File: src/hdl/psfr_pkg.sv
// Purpose: Constants and types for the PLL status flag readback block.
// Assumes: 8-bit register data, 10-bit register address.
// Notes:   Flag order in every vector is {vco, ref two, ref one, lock}.
package psfr_pkg;

  // Register port widths and flag count
  localparam int ADDR_W = 10;
  localparam int DATA_W = 8;
  localparam int NFLAG  = 4;

  // Register offsets
  localparam logic [ADDR_W-1:0] REF_CTRL_OFS   = 10'h01A;
  localparam logic [ADDR_W-1:0] PLL_STATUS_OFS = 10'h01F;
  localparam logic [ADDR_W-1:0] IRQ_STATUS_OFS = 10'h0F0;
  localparam logic [ADDR_W-1:0] IRQ_MASK_OFS   = 10'h0F1;

  // Field positions in the status readback register
  localparam int LOCK_BIT     = 0;
  localparam int REF_ONE_BIT  = 1;
  localparam int REF_TWO_BIT  = 2;
  localparam int VCO_BIT      = 3;
  // Threshold select inside the reference control register
  localparam int THRESH_SEL_BIT = 6;

  // Reset values
  localparam logic [DATA_W-1:0] REF_CTRL_RST = 8'h00;
  localparam logic [DATA_W-1:0] IRQ_MASK_RST = 8'h00;
  localparam logic [DATA_W-1:0] ZERO_BYTE    = 8'h00;
  localparam logic [NFLAG-1:0]  FLAGS_RST    = 4'h0;

  // Whole state of the block
  typedef struct packed {
    logic [NFLAG-1:0]  sync_a;   // First synchroniser stage
    logic [NFLAG-1:0]  sync_b;   // Second synchroniser stage
    logic [NFLAG-1:0]  prev;     // Previous synchronised flags
    logic [DATA_W-1:0] irq_stat; // {falls[7:4], rises[3:0]}
    logic [DATA_W-1:0] irq_mask;
    logic [DATA_W-1:0] ref_ctrl;
    logic [DATA_W-1:0] rdata;
  } psfr_state_t;

endpackage : psfr_pkg

File: src/hdl/psfr_status_readback.sv
// Purpose: Read-only PLL status flags with change interrupts.
// Assumes: Flag inputs come from other clock domains; one clock clk.
// Notes:   Upper four bits of the status readback read as zero.
//          A flag already high at reset release logs a rise event.
//          Helper cells below are combinational; all state is in s_q.
// Behaviour
// - The VCO comparison flag reads 1 above its threshold, 0 below.
// - Status bit 2 reads 1 when reference input two is above threshold.
// - Status bit 1 reads 1 when reference input one is above threshold.
// - The status flags are read-only; writes never alter them.
// - The VCO comparison flag sits at bit 3 of the status register.
`timescale 1ns/1ps
module psfr_status_readback
  import psfr_pkg::*;
(
  // Clock and reset
  input  wire logic              clk,
  input  wire logic              sys_rst,
  // Register port
  input  wire logic [ADDR_W-1:0] reg_addr,
  input  wire logic [DATA_W-1:0] reg_wdata,
  input  wire logic              reg_wr,
  input  wire logic              reg_rd,
  output      logic [DATA_W-1:0] reg_rdata,
  // Raw flags from the monitors
  input  wire logic              vco_above_threshold,
  input  wire logic              ref_two_above_threshold,
  input  wire logic              ref_one_above_threshold,
  input  wire logic              pll_locked,
  // Control and interrupt
  output      logic              thresh_sel,
  output      logic              irq
);

  psfr_state_t       s_q;
  psfr_state_t       s_d;
  logic [NFLAG-1:0]  raw_flags;
  logic [NFLAG-1:0]  flag_rises;
  logic [NFLAG-1:0]  flag_falls;
  logic [DATA_W-1:0] status_view;
  logic [DATA_W-1:0] new_events;
  logic [DATA_W-1:0] w1c;
  logic [DATA_W-1:0] irq_stat_nxt;
  logic [DATA_W-1:0] irq_mask_nxt;
  logic [DATA_W-1:0] ref_ctrl_nxt;
  logic [DATA_W-1:0] rd_word;
  logic              wr_ref_ctrl;
  logic              wr_irq_mask;
  logic              wr_irq_stat;
  logic              rd_status;
  logic              rd_ref_ctrl;
  logic              rd_irq_stat;
  logic              rd_irq_mask;

  // Flag packing fixes each flag's bit position
  always_comb begin
    raw_flags              = FLAGS_RST;
    raw_flags[VCO_BIT]     = vco_above_threshold;
    raw_flags[REF_TWO_BIT] = ref_two_above_threshold;
    raw_flags[REF_ONE_BIT] = ref_one_above_threshold;
    raw_flags[LOCK_BIT]    = pll_locked;
  end

  // Only the second stage is visible; stage one may be metastable
  assign status_view = {4'h0, s_q.sync_b};

  // Address decode, one strobe per register and direction
  psfr_addr_decode u_decode (
    .reg_addr    (reg_addr),
    .reg_wr      (reg_wr),
    .reg_rd      (reg_rd),
    .wr_ref_ctrl (wr_ref_ctrl),
    .wr_irq_mask (wr_irq_mask),
    .wr_irq_stat (wr_irq_stat),
    .rd_status   (rd_status),
    .rd_ref_ctrl (rd_ref_ctrl),
    .rd_irq_stat (rd_irq_stat),
    .rd_irq_mask (rd_irq_mask)
  );

  // One edge cell per synchronised flag
  for (genvar gi = 0; gi < NFLAG; gi++) begin : g_edge
    psfr_flag_edge u_edge (
      .prev_lvl (s_q.prev[gi]),
      .now_lvl  (s_q.sync_b[gi]),
      .rise     (flag_rises[gi]),
      .fall     (flag_falls[gi])
    );
  end

  // Rising edges in the low nibble, falling edges in the high nibble
  assign new_events = {flag_falls, flag_rises};

  // Write-one-to-clear mask for the interrupt status
  assign w1c = wr_irq_stat ? reg_wdata : ZERO_BYTE;

  // One sticky cell per interrupt status bit
  for (genvar gb = 0; gb < DATA_W; gb++) begin : g_sticky
    psfr_sticky_bit u_bit (
      .cur_bit (s_q.irq_stat[gb]),
      .clr_bit (w1c[gb]),
      .set_bit (new_events[gb]),
      .nxt_bit (irq_stat_nxt[gb])
    );
  end

  // Writable bytes; the status register has no such cell
  psfr_rw_byte u_ref_ctrl (
    .cur_val (s_q.ref_ctrl),
    .wr_en   (wr_ref_ctrl),
    .wr_val  (reg_wdata),
    .nxt_val (ref_ctrl_nxt)
  );
  psfr_rw_byte u_irq_mask (
    .cur_val (s_q.irq_mask),
    .wr_en   (wr_irq_mask),
    .wr_val  (reg_wdata),
    .nxt_val (irq_mask_nxt)
  );

  // Read word, zero for idle cycles and unmapped addresses
  psfr_read_mux u_rmux (
    .rd_status   (rd_status),
    .rd_ref_ctrl (rd_ref_ctrl),
    .rd_irq_stat (rd_irq_stat),
    .rd_irq_mask (rd_irq_mask),
    .status_word (status_view),
    .ref_ctrl    (s_q.ref_ctrl),
    .irq_stat    (s_q.irq_stat),
    .irq_mask    (s_q.irq_mask),
    .rd_word     (rd_word)
  );

  // Next state of every register; read data stands one cycle only
  always_comb begin
    s_d          = s_q;
    s_d.sync_a   = raw_flags;
    s_d.sync_b   = s_q.sync_a;
    s_d.prev     = s_q.sync_b;
    s_d.irq_stat = irq_stat_nxt;
    s_d.irq_mask = irq_mask_nxt;
    s_d.ref_ctrl = ref_ctrl_nxt;
    s_d.rdata    = rd_word;
  end

  // State register; reset is synchronous like the register port inputs
  always_ff @(posedge clk) begin
    if (sys_rst) begin
      s_q.sync_a   <= FLAGS_RST;
      s_q.sync_b   <= FLAGS_RST;
      s_q.prev     <= FLAGS_RST;
      s_q.irq_stat <= ZERO_BYTE;
      s_q.irq_mask <= IRQ_MASK_RST;
      s_q.ref_ctrl <= REF_CTRL_RST;
      s_q.rdata    <= ZERO_BYTE;
    end else begin
      s_q <= s_d;
    end
  end

  // Outputs; read data straight from its flip-flops
  assign reg_rdata  = s_q.rdata;
  assign thresh_sel = s_q.ref_ctrl[THRESH_SEL_BIT];

  // Level interrupt from status and mask
  psfr_irq_reduce u_irq (
    .stat_bits (s_q.irq_stat),
    .mask_bits (s_q.irq_mask),
    .irq_lvl   (irq)
  );

endmodule // psfr_status_readback

// Address decode: one strobe per register and direction;
// the status offset gets a read strobe and never a write strobe
module psfr_addr_decode
  import psfr_pkg::*;
(
  // Register port
  input  wire logic [ADDR_W-1:0] reg_addr,
  input  wire logic              reg_wr,
  input  wire logic              reg_rd,
  // Write strobes
  output      logic              wr_ref_ctrl,
  output      logic              wr_irq_mask,
  output      logic              wr_irq_stat,
  // Read strobes
  output      logic              rd_status,
  output      logic              rd_ref_ctrl,
  output      logic              rd_irq_stat,
  output      logic              rd_irq_mask
);

  // Writes; a write to the status offset matches nothing
  assign wr_ref_ctrl = reg_wr && (reg_addr == REF_CTRL_OFS);
  assign wr_irq_mask = reg_wr && (reg_addr == IRQ_MASK_OFS);
  assign wr_irq_stat = reg_wr && (reg_addr == IRQ_STATUS_OFS);

  // Reads; unmapped addresses raise no strobe and read as zero
  assign rd_status   = reg_rd && (reg_addr == PLL_STATUS_OFS);
  assign rd_ref_ctrl = reg_rd && (reg_addr == REF_CTRL_OFS);
  assign rd_irq_stat = reg_rd && (reg_addr == IRQ_STATUS_OFS);
  assign rd_irq_mask = reg_rd && (reg_addr == IRQ_MASK_OFS);

endmodule // psfr_addr_decode

// Edge cell: splits one level change into a rise and a fall;
// both levels come from flip-flops, so the pulses are glitch free
module psfr_flag_edge (
  // Levels one cycle apart
  input  wire logic prev_lvl,
  input  wire logic now_lvl,
  // Edge pulses
  output      logic rise,
  output      logic fall
);

  // Each pulse lasts the single cycle in which the levels differ
  assign rise = now_lvl & ~prev_lvl;
  assign fall = prev_lvl & ~now_lvl;

endmodule // psfr_flag_edge

// Sticky cell: one interrupt status bit, cleared by writing a one
module psfr_sticky_bit (
  // Current value and requests
  input  wire logic cur_bit,
  input  wire logic clr_bit,
  input  wire logic set_bit,
  // Next value
  output      logic nxt_bit
);

  // Set beats clear in one cycle, so an event is never lost
  assign nxt_bit = set_bit | (cur_bit & ~clr_bit);

endmodule // psfr_sticky_bit

// Read-write byte: loads on its own write strobe, else holds
module psfr_rw_byte
  import psfr_pkg::*;
(
  // Current value
  input  wire logic [DATA_W-1:0] cur_val,
  // Write side
  input  wire logic              wr_en,
  input  wire logic [DATA_W-1:0] wr_val,
  // Next value
  output      logic [DATA_W-1:0] nxt_val
);

  // Hold unless this byte's strobe is high
  assign nxt_val = wr_en ? wr_val : cur_val;

endmodule // psfr_rw_byte

// Interrupt level: high while any unmasked status bit is set
module psfr_irq_reduce
  import psfr_pkg::*;
(
  // Status and mask of the same layout
  input  wire logic [DATA_W-1:0] stat_bits,
  input  wire logic [DATA_W-1:0] mask_bits,
  // Level out
  output      logic              irq_lvl
);

  // No flip-flop here: both inputs are registers already
  assign irq_lvl = |(stat_bits & mask_bits);

endmodule // psfr_irq_reduce

// Read multiplexer: picks the addressed register for the read flop;
// selects are one-hot from the decoder, or all low
module psfr_read_mux
  import psfr_pkg::*;
(
  // Read selects
  input  wire logic              rd_status,
  input  wire logic              rd_ref_ctrl,
  input  wire logic              rd_irq_stat,
  input  wire logic              rd_irq_mask,
  // Register words
  input  wire logic [DATA_W-1:0] status_word,
  input  wire logic [DATA_W-1:0] ref_ctrl,
  input  wire logic [DATA_W-1:0] irq_stat,
  input  wire logic [DATA_W-1:0] irq_mask,
  // Selected word
  output      logic [DATA_W-1:0] rd_word
);

  logic [3:0] sel;

  // Select vector, one bit per readable register
  assign sel = {rd_irq_mask, rd_irq_stat, rd_ref_ctrl, rd_status};

  // Idle cycles, unmapped reads and illegal mixes fall to zero
  always_comb begin
    rd_word = ZERO_BYTE;
    unique case (sel)
      4'h1:    rd_word = status_word;
      4'h2:    rd_word = ref_ctrl;
      4'h4:    rd_word = irq_stat;
      4'h8:    rd_word = irq_mask;
      default: rd_word = ZERO_BYTE;
    endcase
  end

endmodule // psfr_read_mux

File: config.mk
export PLATFORM = sky130hd
export DESIGN_NAME = psfr_status_readback
export DESIGN_NICKNAME = d
export VERILOG_FILES = /design/src/hdl/psfr_pkg.sv /design/src/hdl/psfr_status_readback.sv
export SDC_FILE = /design/constraint.sdc
export NUM_CORES = 1
export LEC_CHECK = 0
export BUFFER_PORTS_ARGS = -buffer_cell sky130_fd_sc_hd__buf_2
export CORE_ASPECT_RATIO = 2
export CORE_MARGIN = 10
export CORE_UTILIZATION = 45
export CTS_BUF_LIST = sky130_fd_sc_hd__clkbuf_8 sky130_fd_sc_hd__clkbuf_16
export CTS_CLUSTER_SIZE = 10
export DETAILED_ROUTE_END_ITERATION = 12
export PLACE_DENSITY = 0.7
export SLEW_MARGIN = 15
export SYNTH_ARGS = -nofsm -noshare
export SYNTH_HDL_FRONTEND = slang
export SYNTH_SLANG_ARGS = --single-unit
File: constraint.sdc
create_clock -name clk -period 2.41 [get_ports clk]
set_input_delay 0.482 -clock clk [delete_from_list [all_inputs] [get_ports clk]]
set_output_delay 0.482 -clock clk [all_outputs]
set_load 0.005 [all_outputs]
Word-level counts from Yosys, hierarchy flattened:

Cells that the tools add are included.

* flip-flop bits (word level): 44
* input port bits: 26
* logic and storage cells: 66

* eq/ne operators: 8
* multiplexer cells: 2
* bitwise logic cells: 41
* reductions and logical operators: 8

Operators by type and width (number)
* case mux 8 bit (4 select lines): 1
* == test 10 x 5 -> 1 bit, second input constant: 2
* == test 10 x 8 -> 1 bit, second input constant: 2
* AND 1 bit: 16
* NOT 1 bit: 16
* AND 8 bit: 1
* 2-to-1 mux 8 bit: 1
* bitwise OR 1 bit: 8
* OR reduction 8 bit: 1
* logical AND 1 bit: 7
* == test 4 x 1 -> 1 bit, second input constant: 1
* == test 4 x 2 -> 1 bit, second input constant: 1
* == test 4 x 3 -> 1 bit, second input constant: 1
* == test 4 bit, second input constant: 1

Depth between registers and ports, before layout:

* word-level depth: 6
* depth in mapped cells: 6

By module:

A second synthesis with hierarchy kept.

* cells, all modules: 208
* area, all modules: 2233.4 µm²

Modules (own cells, without submodules)
* psfr_status_readback: instances 1, cells an instance 109, area each 1290.0 µm², sequential area each 880.8 µm²
* psfr_read_mux: instances 1, cells an instance 36, area each 377.9 µm², sequential area each 0.0 µm²
* psfr_rw_byte: instances 2, cells an instance 9, area each 131.4 µm², sequential area each 0.0 µm²
* psfr_addr_decode: instances 1, cells an instance 16, area each 116.4 µm², sequential area each 0.0 µm²
* psfr_sticky_bit: instances 8, cells an instance 2, area each 11.3 µm², sequential area each 0.0 µm²
* psfr_flag_edge: instances 4, cells an instance 2, area each 15.0 µm², sequential area each 0.0 µm²
* psfr_irq_reduce: instances 1, cells an instance 5, area each 36.3 µm², sequential area each 0.0 µm²

Least setup slack after synthesis:

Ideal clock, no wire load.

* path type: input to register
* from: in reg_addr[3]
* to: reg s_q, in the netlist reg_rdata[1]
* library setup time: 0.103 ns
* arrival time: 1.935 ns
* required time: 2.307 ns
* slack: 0.372 ns
* stages on the path: 6
* path buffers: 2
* path through: nand4bb_1 > buf_2 > or4_4 > buf_6 > o22a_1 > a2111oi_2

* cells in the longest elaborated chain, start to end: 4
* elaborated cells between the ends (all ways): 13

RTL lines
* start: declaration: RTL line psfr_status_readback.sv:20 `input wire logic [ADDR_W-1:0] reg_addr,`
* == test 10 x 5 -> 1 bit (tied with other cells): RTL line psfr_status_readback.sv:200 `assign rd_status = reg_rd && (reg_addr == PLL_STATUS_OFS);`
* logical AND 1 bit (on tied branches)
* == test 4 bit (tied with other cells): RTL line psfr_status_readback.sv:300 `unique case (sel)`
* case mux 8 bit (4 select lines) (*): RTL line psfr_status_readback.sv:300
* end: declaration: RTL line psfr_status_readback.sv:35 `psfr_state_t s_q;`

Mark *: on every way between the ends. The rest lies on a longest branch, timed or not.
A chain may end at the register's enable or synchronous reset.

Worst setup path after layout:

* from: in reg_addr[3]
* to: reg s_q, in the netlist reg_rdata[0]

Same word-level chain as after synthesis.

==> impl_metrics.json <==
{
  "syn_area_per_cell_sq_um": 9.243,
  "vias_per_cell": 5.339,
  "num_antenna_cells": 0,
  "cp_max_fo": 11,
  "end_kind": "flip-flop",
  "first_global_vias": 1536,
  "ant_nets": 0,
  "global_placement_routability_congestion": 0.8426,
  "first_iter_violations": 38,
  "setup_ws_ns": 0.6271,
  "number_of_enable_flip_flop_cells_after_synthesis": 0,
  "power_uw": 1325,
  "timing.reg2reg.setup_slack_ns": 1.29,
  "number_of_buffers_added_by_the_clock_tree_synthesis_step": 5,
  "synth_cell_type_count": 33,
  "post-cts-setup-buffers": 0,
  "kind_of_start_point_of_the_critical_path": "input port",
  "power.density_nw_per_um2": 607.6,
  "grt_overflow": 0,
  "cts-hold-fix-buffers": 0,
  "final_area_sq_um": 2181,
  "global_route_wire_length_before_repair_microns": 7224,
  "critical-path-max-stage-delay_ns": 0.59,
  "synth.cell_area_sq_um": 1886,
  "pin_count": 36,
  "post_route_met1_wirelength_microns": 1695,
  "clock_pin_slew_of_the_registers_on_the_worst_case_setup_and_hold_paths_ns": 0.08,
  "place_ws_ns": 0.3524,
  "post_route_cells_drive_above_1_share_pct": 23.21,
  "core-area_sq_um": 4088,
  "yosys-top-cells-area": "sky130_fd_sc_hd__dfxtp_1 (47%), sky130_fd_sc_hd__mux2i_1 (9.0%), sky130_fd_sc_hd__nor2_1 (4.4%)",
  "setup_tns_ns": 0,
  "final_cell_count_no_fill": 289,
  "worst_pin_slew_ns": 0.7204,
  "critical_path_required_ns": 2.59,
  "die-height_microns": 111.5,
  "timing.max_cap.violations": 0,
  "num_rows": 33,
  "rsz0062_at_grt": "false",
  "drt_wl_total_microns": 4505,
  "cp.buffers_inverters": 1,
  "clock.fmax_mhz": 560.9,
  "synthDominantAreaCellType": "sky130_fd_sc_hd__dfxtp_1",
  "drc_errors": 0,
  "place.port_buffers": 35,
  "route.met3.wl_microns": 279,
  "detailroute.wirelength.met2_microns": 2334,
  "worst_skew_pair.late_latency_ns": 0.30,
  "wl_per_cell_microns": 15.59,
  "synth_most_common_cell": "sky130_fd_sc_hd__dfxtp_1",
  "detailroute.via_count": 1543,
  "htreeDepth": 2,
  "syn_to_final_growth_pct": 15.66,
  "ys_seq_elements": 44,
  "vdd.ir_drop.worst_uv": 539.2,
  "floorplan.die_area_sq_um": 7336,
  "path_delay_family": "simple AND/OR/NAND/NOR gates",
  "layout.nets": 263,
  "hold_class": "input port to flip-flop",
  "die-width_microns": 65.77,
  "leakage_uw": 0.0008528,
  "grt_antenna_before_repair": 0,
  "critical_path.slowest_cell": "sky130_fd_sc_hd__or4_4",
  "hpwl_microns": 3418,
  "synth_async_sr_flop_share_pct": 0,
  "sequential_to_total_area_share_from_yosys_stat_pct": 46.72,
  "max_buffers_root_to_sink": 2,
  "final_period_minus_worst_setup_slack_ns": 1.783,
  "ctsResizeCount": 0,
  "crit_path_cell_chain": "buf_2, nand4bb_1, or4_4, o22a_1, a2111oi_1",
  "largest_net_degree_at_the_start_of_global_routing": 41,
  "start_util_pct": 46.13,
  "ys.flop_type": "sky130_fd_sc_hd__dfxtp_1",
  "post-route-period-util_pct": 73.98,
  "detailed_place.area_sq_um": 2085,
  "ys_top_cells_by_count": "sky130_fd_sc_hd__dfxtp_1 (44), sky130_fd_sc_hd__nor2_1 (22), sky130_fd_sc_hd__mux2i_1 (17), sky130_fd_sc_hd__nand2_1 (17), sky130_fd_sc_hd__nor2b_1 (13)",
  "timing.max_slew.rel_slack_pct": 51.97,
  "dr.pass1.iters": 4,
  "clock_sink_total": 44,
  "netlist.area_leader.share_pct": 46.72,
  "final-hold-violation-count": 0,
  "critPathKind": "input port to flip-flop",
  "syn_nets": 230,
  "run_status": "finished clean",
  "maxSlewViolCount": 0,
  "tritoncts_clock_tree": "done",
  "yosys_warnings": 0,
  "setup_viol": 0,
  "topRoutingLayerUsed": "met4",
  "fin_skew_ns": 0.009633,
  "numPlacedInstances": 282,
  "post_synth_inst_count": 204,
  "clockRootBuffer": "sky130_fd_sc_hd__clkbuf_8",
  "grt.total_usage_pct": 12.41,
  "worst_ep_arrival_time_ns": 1.97
}
==> cells by family (layout without fill, tap and decap cells) <==
logic type / count (synthesis) / after routing / share of synthesized area (%)
compound gates: 41 / 41 / 14.40
simple gates: 83 / 83 / 23.95
flops: 44 / 44 / 46.72
buf+inv: 19 / 52 / 5.905
mux: 17 / 17 / 9.024
==> area by class of cell <==
cell class                 instances  area [sq um]
timing repair buffer              42         227.7
clock buffer                       7         96.34
sequential                        44         880.8
tap                               52         65.06
fill                             408          1907
multi-input combinational        141         899.6
inverter                           3         11.26
==> through the flow <==
| step | hold slack (ns) | utilization (%) |
|---|---|---|
| after floorplan | 0.4138 | - |
| after CTS | 0.3927 | 53.35 |
| final | 0.3953 | 53.35 |
| after global routing | 0.4075 | 53.35 |
| after detailed placement | 0.4242 | 50.99 |
| after global placement | 0.4169 | 50.99 |
==> power by group <==
part | switching, uW | total (uW) | internal, uW
Sequential | 8.48 | 749 | 740
Clock | 241 | 496 | 255
Combinational | 46.0 | 80.3 | 34.3
Total | 295 | 1330 | 1030
==> flip-flops by register name, summed over array words and instances, names as in the netlist <==
signal,cells
reg_rdata,8
thresh_sel,1
s_q,27
s_d,8
==> layout by cell type (no fill, tap or decap) <==
cell type and count:
sky130_fd_sc_hd__buf_4 7, sky130_fd_sc_hd__clkbuf_8 7, sky130_fd_sc_hd__o21ai_0 12, sky130_fd_sc_hd__o22a_1 4, sky130_fd_sc_hd__or4_4 1, sky130_fd_sc_hd__nor3_1 2, sky130_fd_sc_hd__and3_1 4, sky130_fd_sc_hd__or3b_1 1
sky130_fd_sc_hd__inv_1 3, sky130_fd_sc_hd__and4b_1 1, sky130_fd_sc_hd__nor2b_1 13, sky130_fd_sc_hd__dfxtp_1 44, sky130_fd_sc_hd__a2111oi_2 2, sky130_fd_sc_hd__a21oi_1 12, sky130_fd_sc_hd__nand4bb_1 2, sky130_fd_sc_hd__a211o_1 1
sky130_fd_sc_hd__a2111oi_1 1, sky130_fd_sc_hd__nand3_1 4, sky130_fd_sc_hd__nor4bb_2 1, sky130_fd_sc_hd__buf_2 35, sky130_fd_sc_hd__o211ai_1 1, sky130_fd_sc_hd__nand4_1 2, sky130_fd_sc_hd__nor4_2 1, sky130_fd_sc_hd__a22oi_1 8
sky130_fd_sc_hd__nor2_1 22, sky130_fd_sc_hd__or3_1 1, sky130_fd_sc_hd__and2_1 2, sky130_fd_sc_hd__nand2b_1 8, sky130_fd_sc_hd__nand2_1 17, sky130_fd_sc_hd__nor3b_2 1, sky130_fd_sc_hd__mux2i_1 17
==> worst paths after layout <==
| check | to | from | cells after the start |
|---|---|---|---|
| setup / recovery | reg_rdata[0] | reg_addr[3] | 5 |
| hold / removal | s_d[36] | pll_locked | 2 |
| setup reg to reg | reg_rdata[0] | s_d[32] | 3 |
| hold reg to reg | s_d[33] | s_d[37] | 1 |
==> metal layers <==
metal | track usage, % | vias up
met4 | 7.902 | 0
met3 | 4.116 | 14
li1 | - | 768
met5 | 0 | -
met2 | 21.60 | 50
met1 | 11.78 | 711
==> worst reg2reg max path, cell delays in order (launching register included) <==
cell and delay [ns]:
sky130_fd_sc_hd__dfxtp_1 0.38, sky130_fd_sc_hd__a22oi_1 0.10, sky130_fd_sc_hd__o22a_1 0.17, sky130_fd_sc_hd__a2111oi_1 0.36
Power figures use the tool's default switching activity.
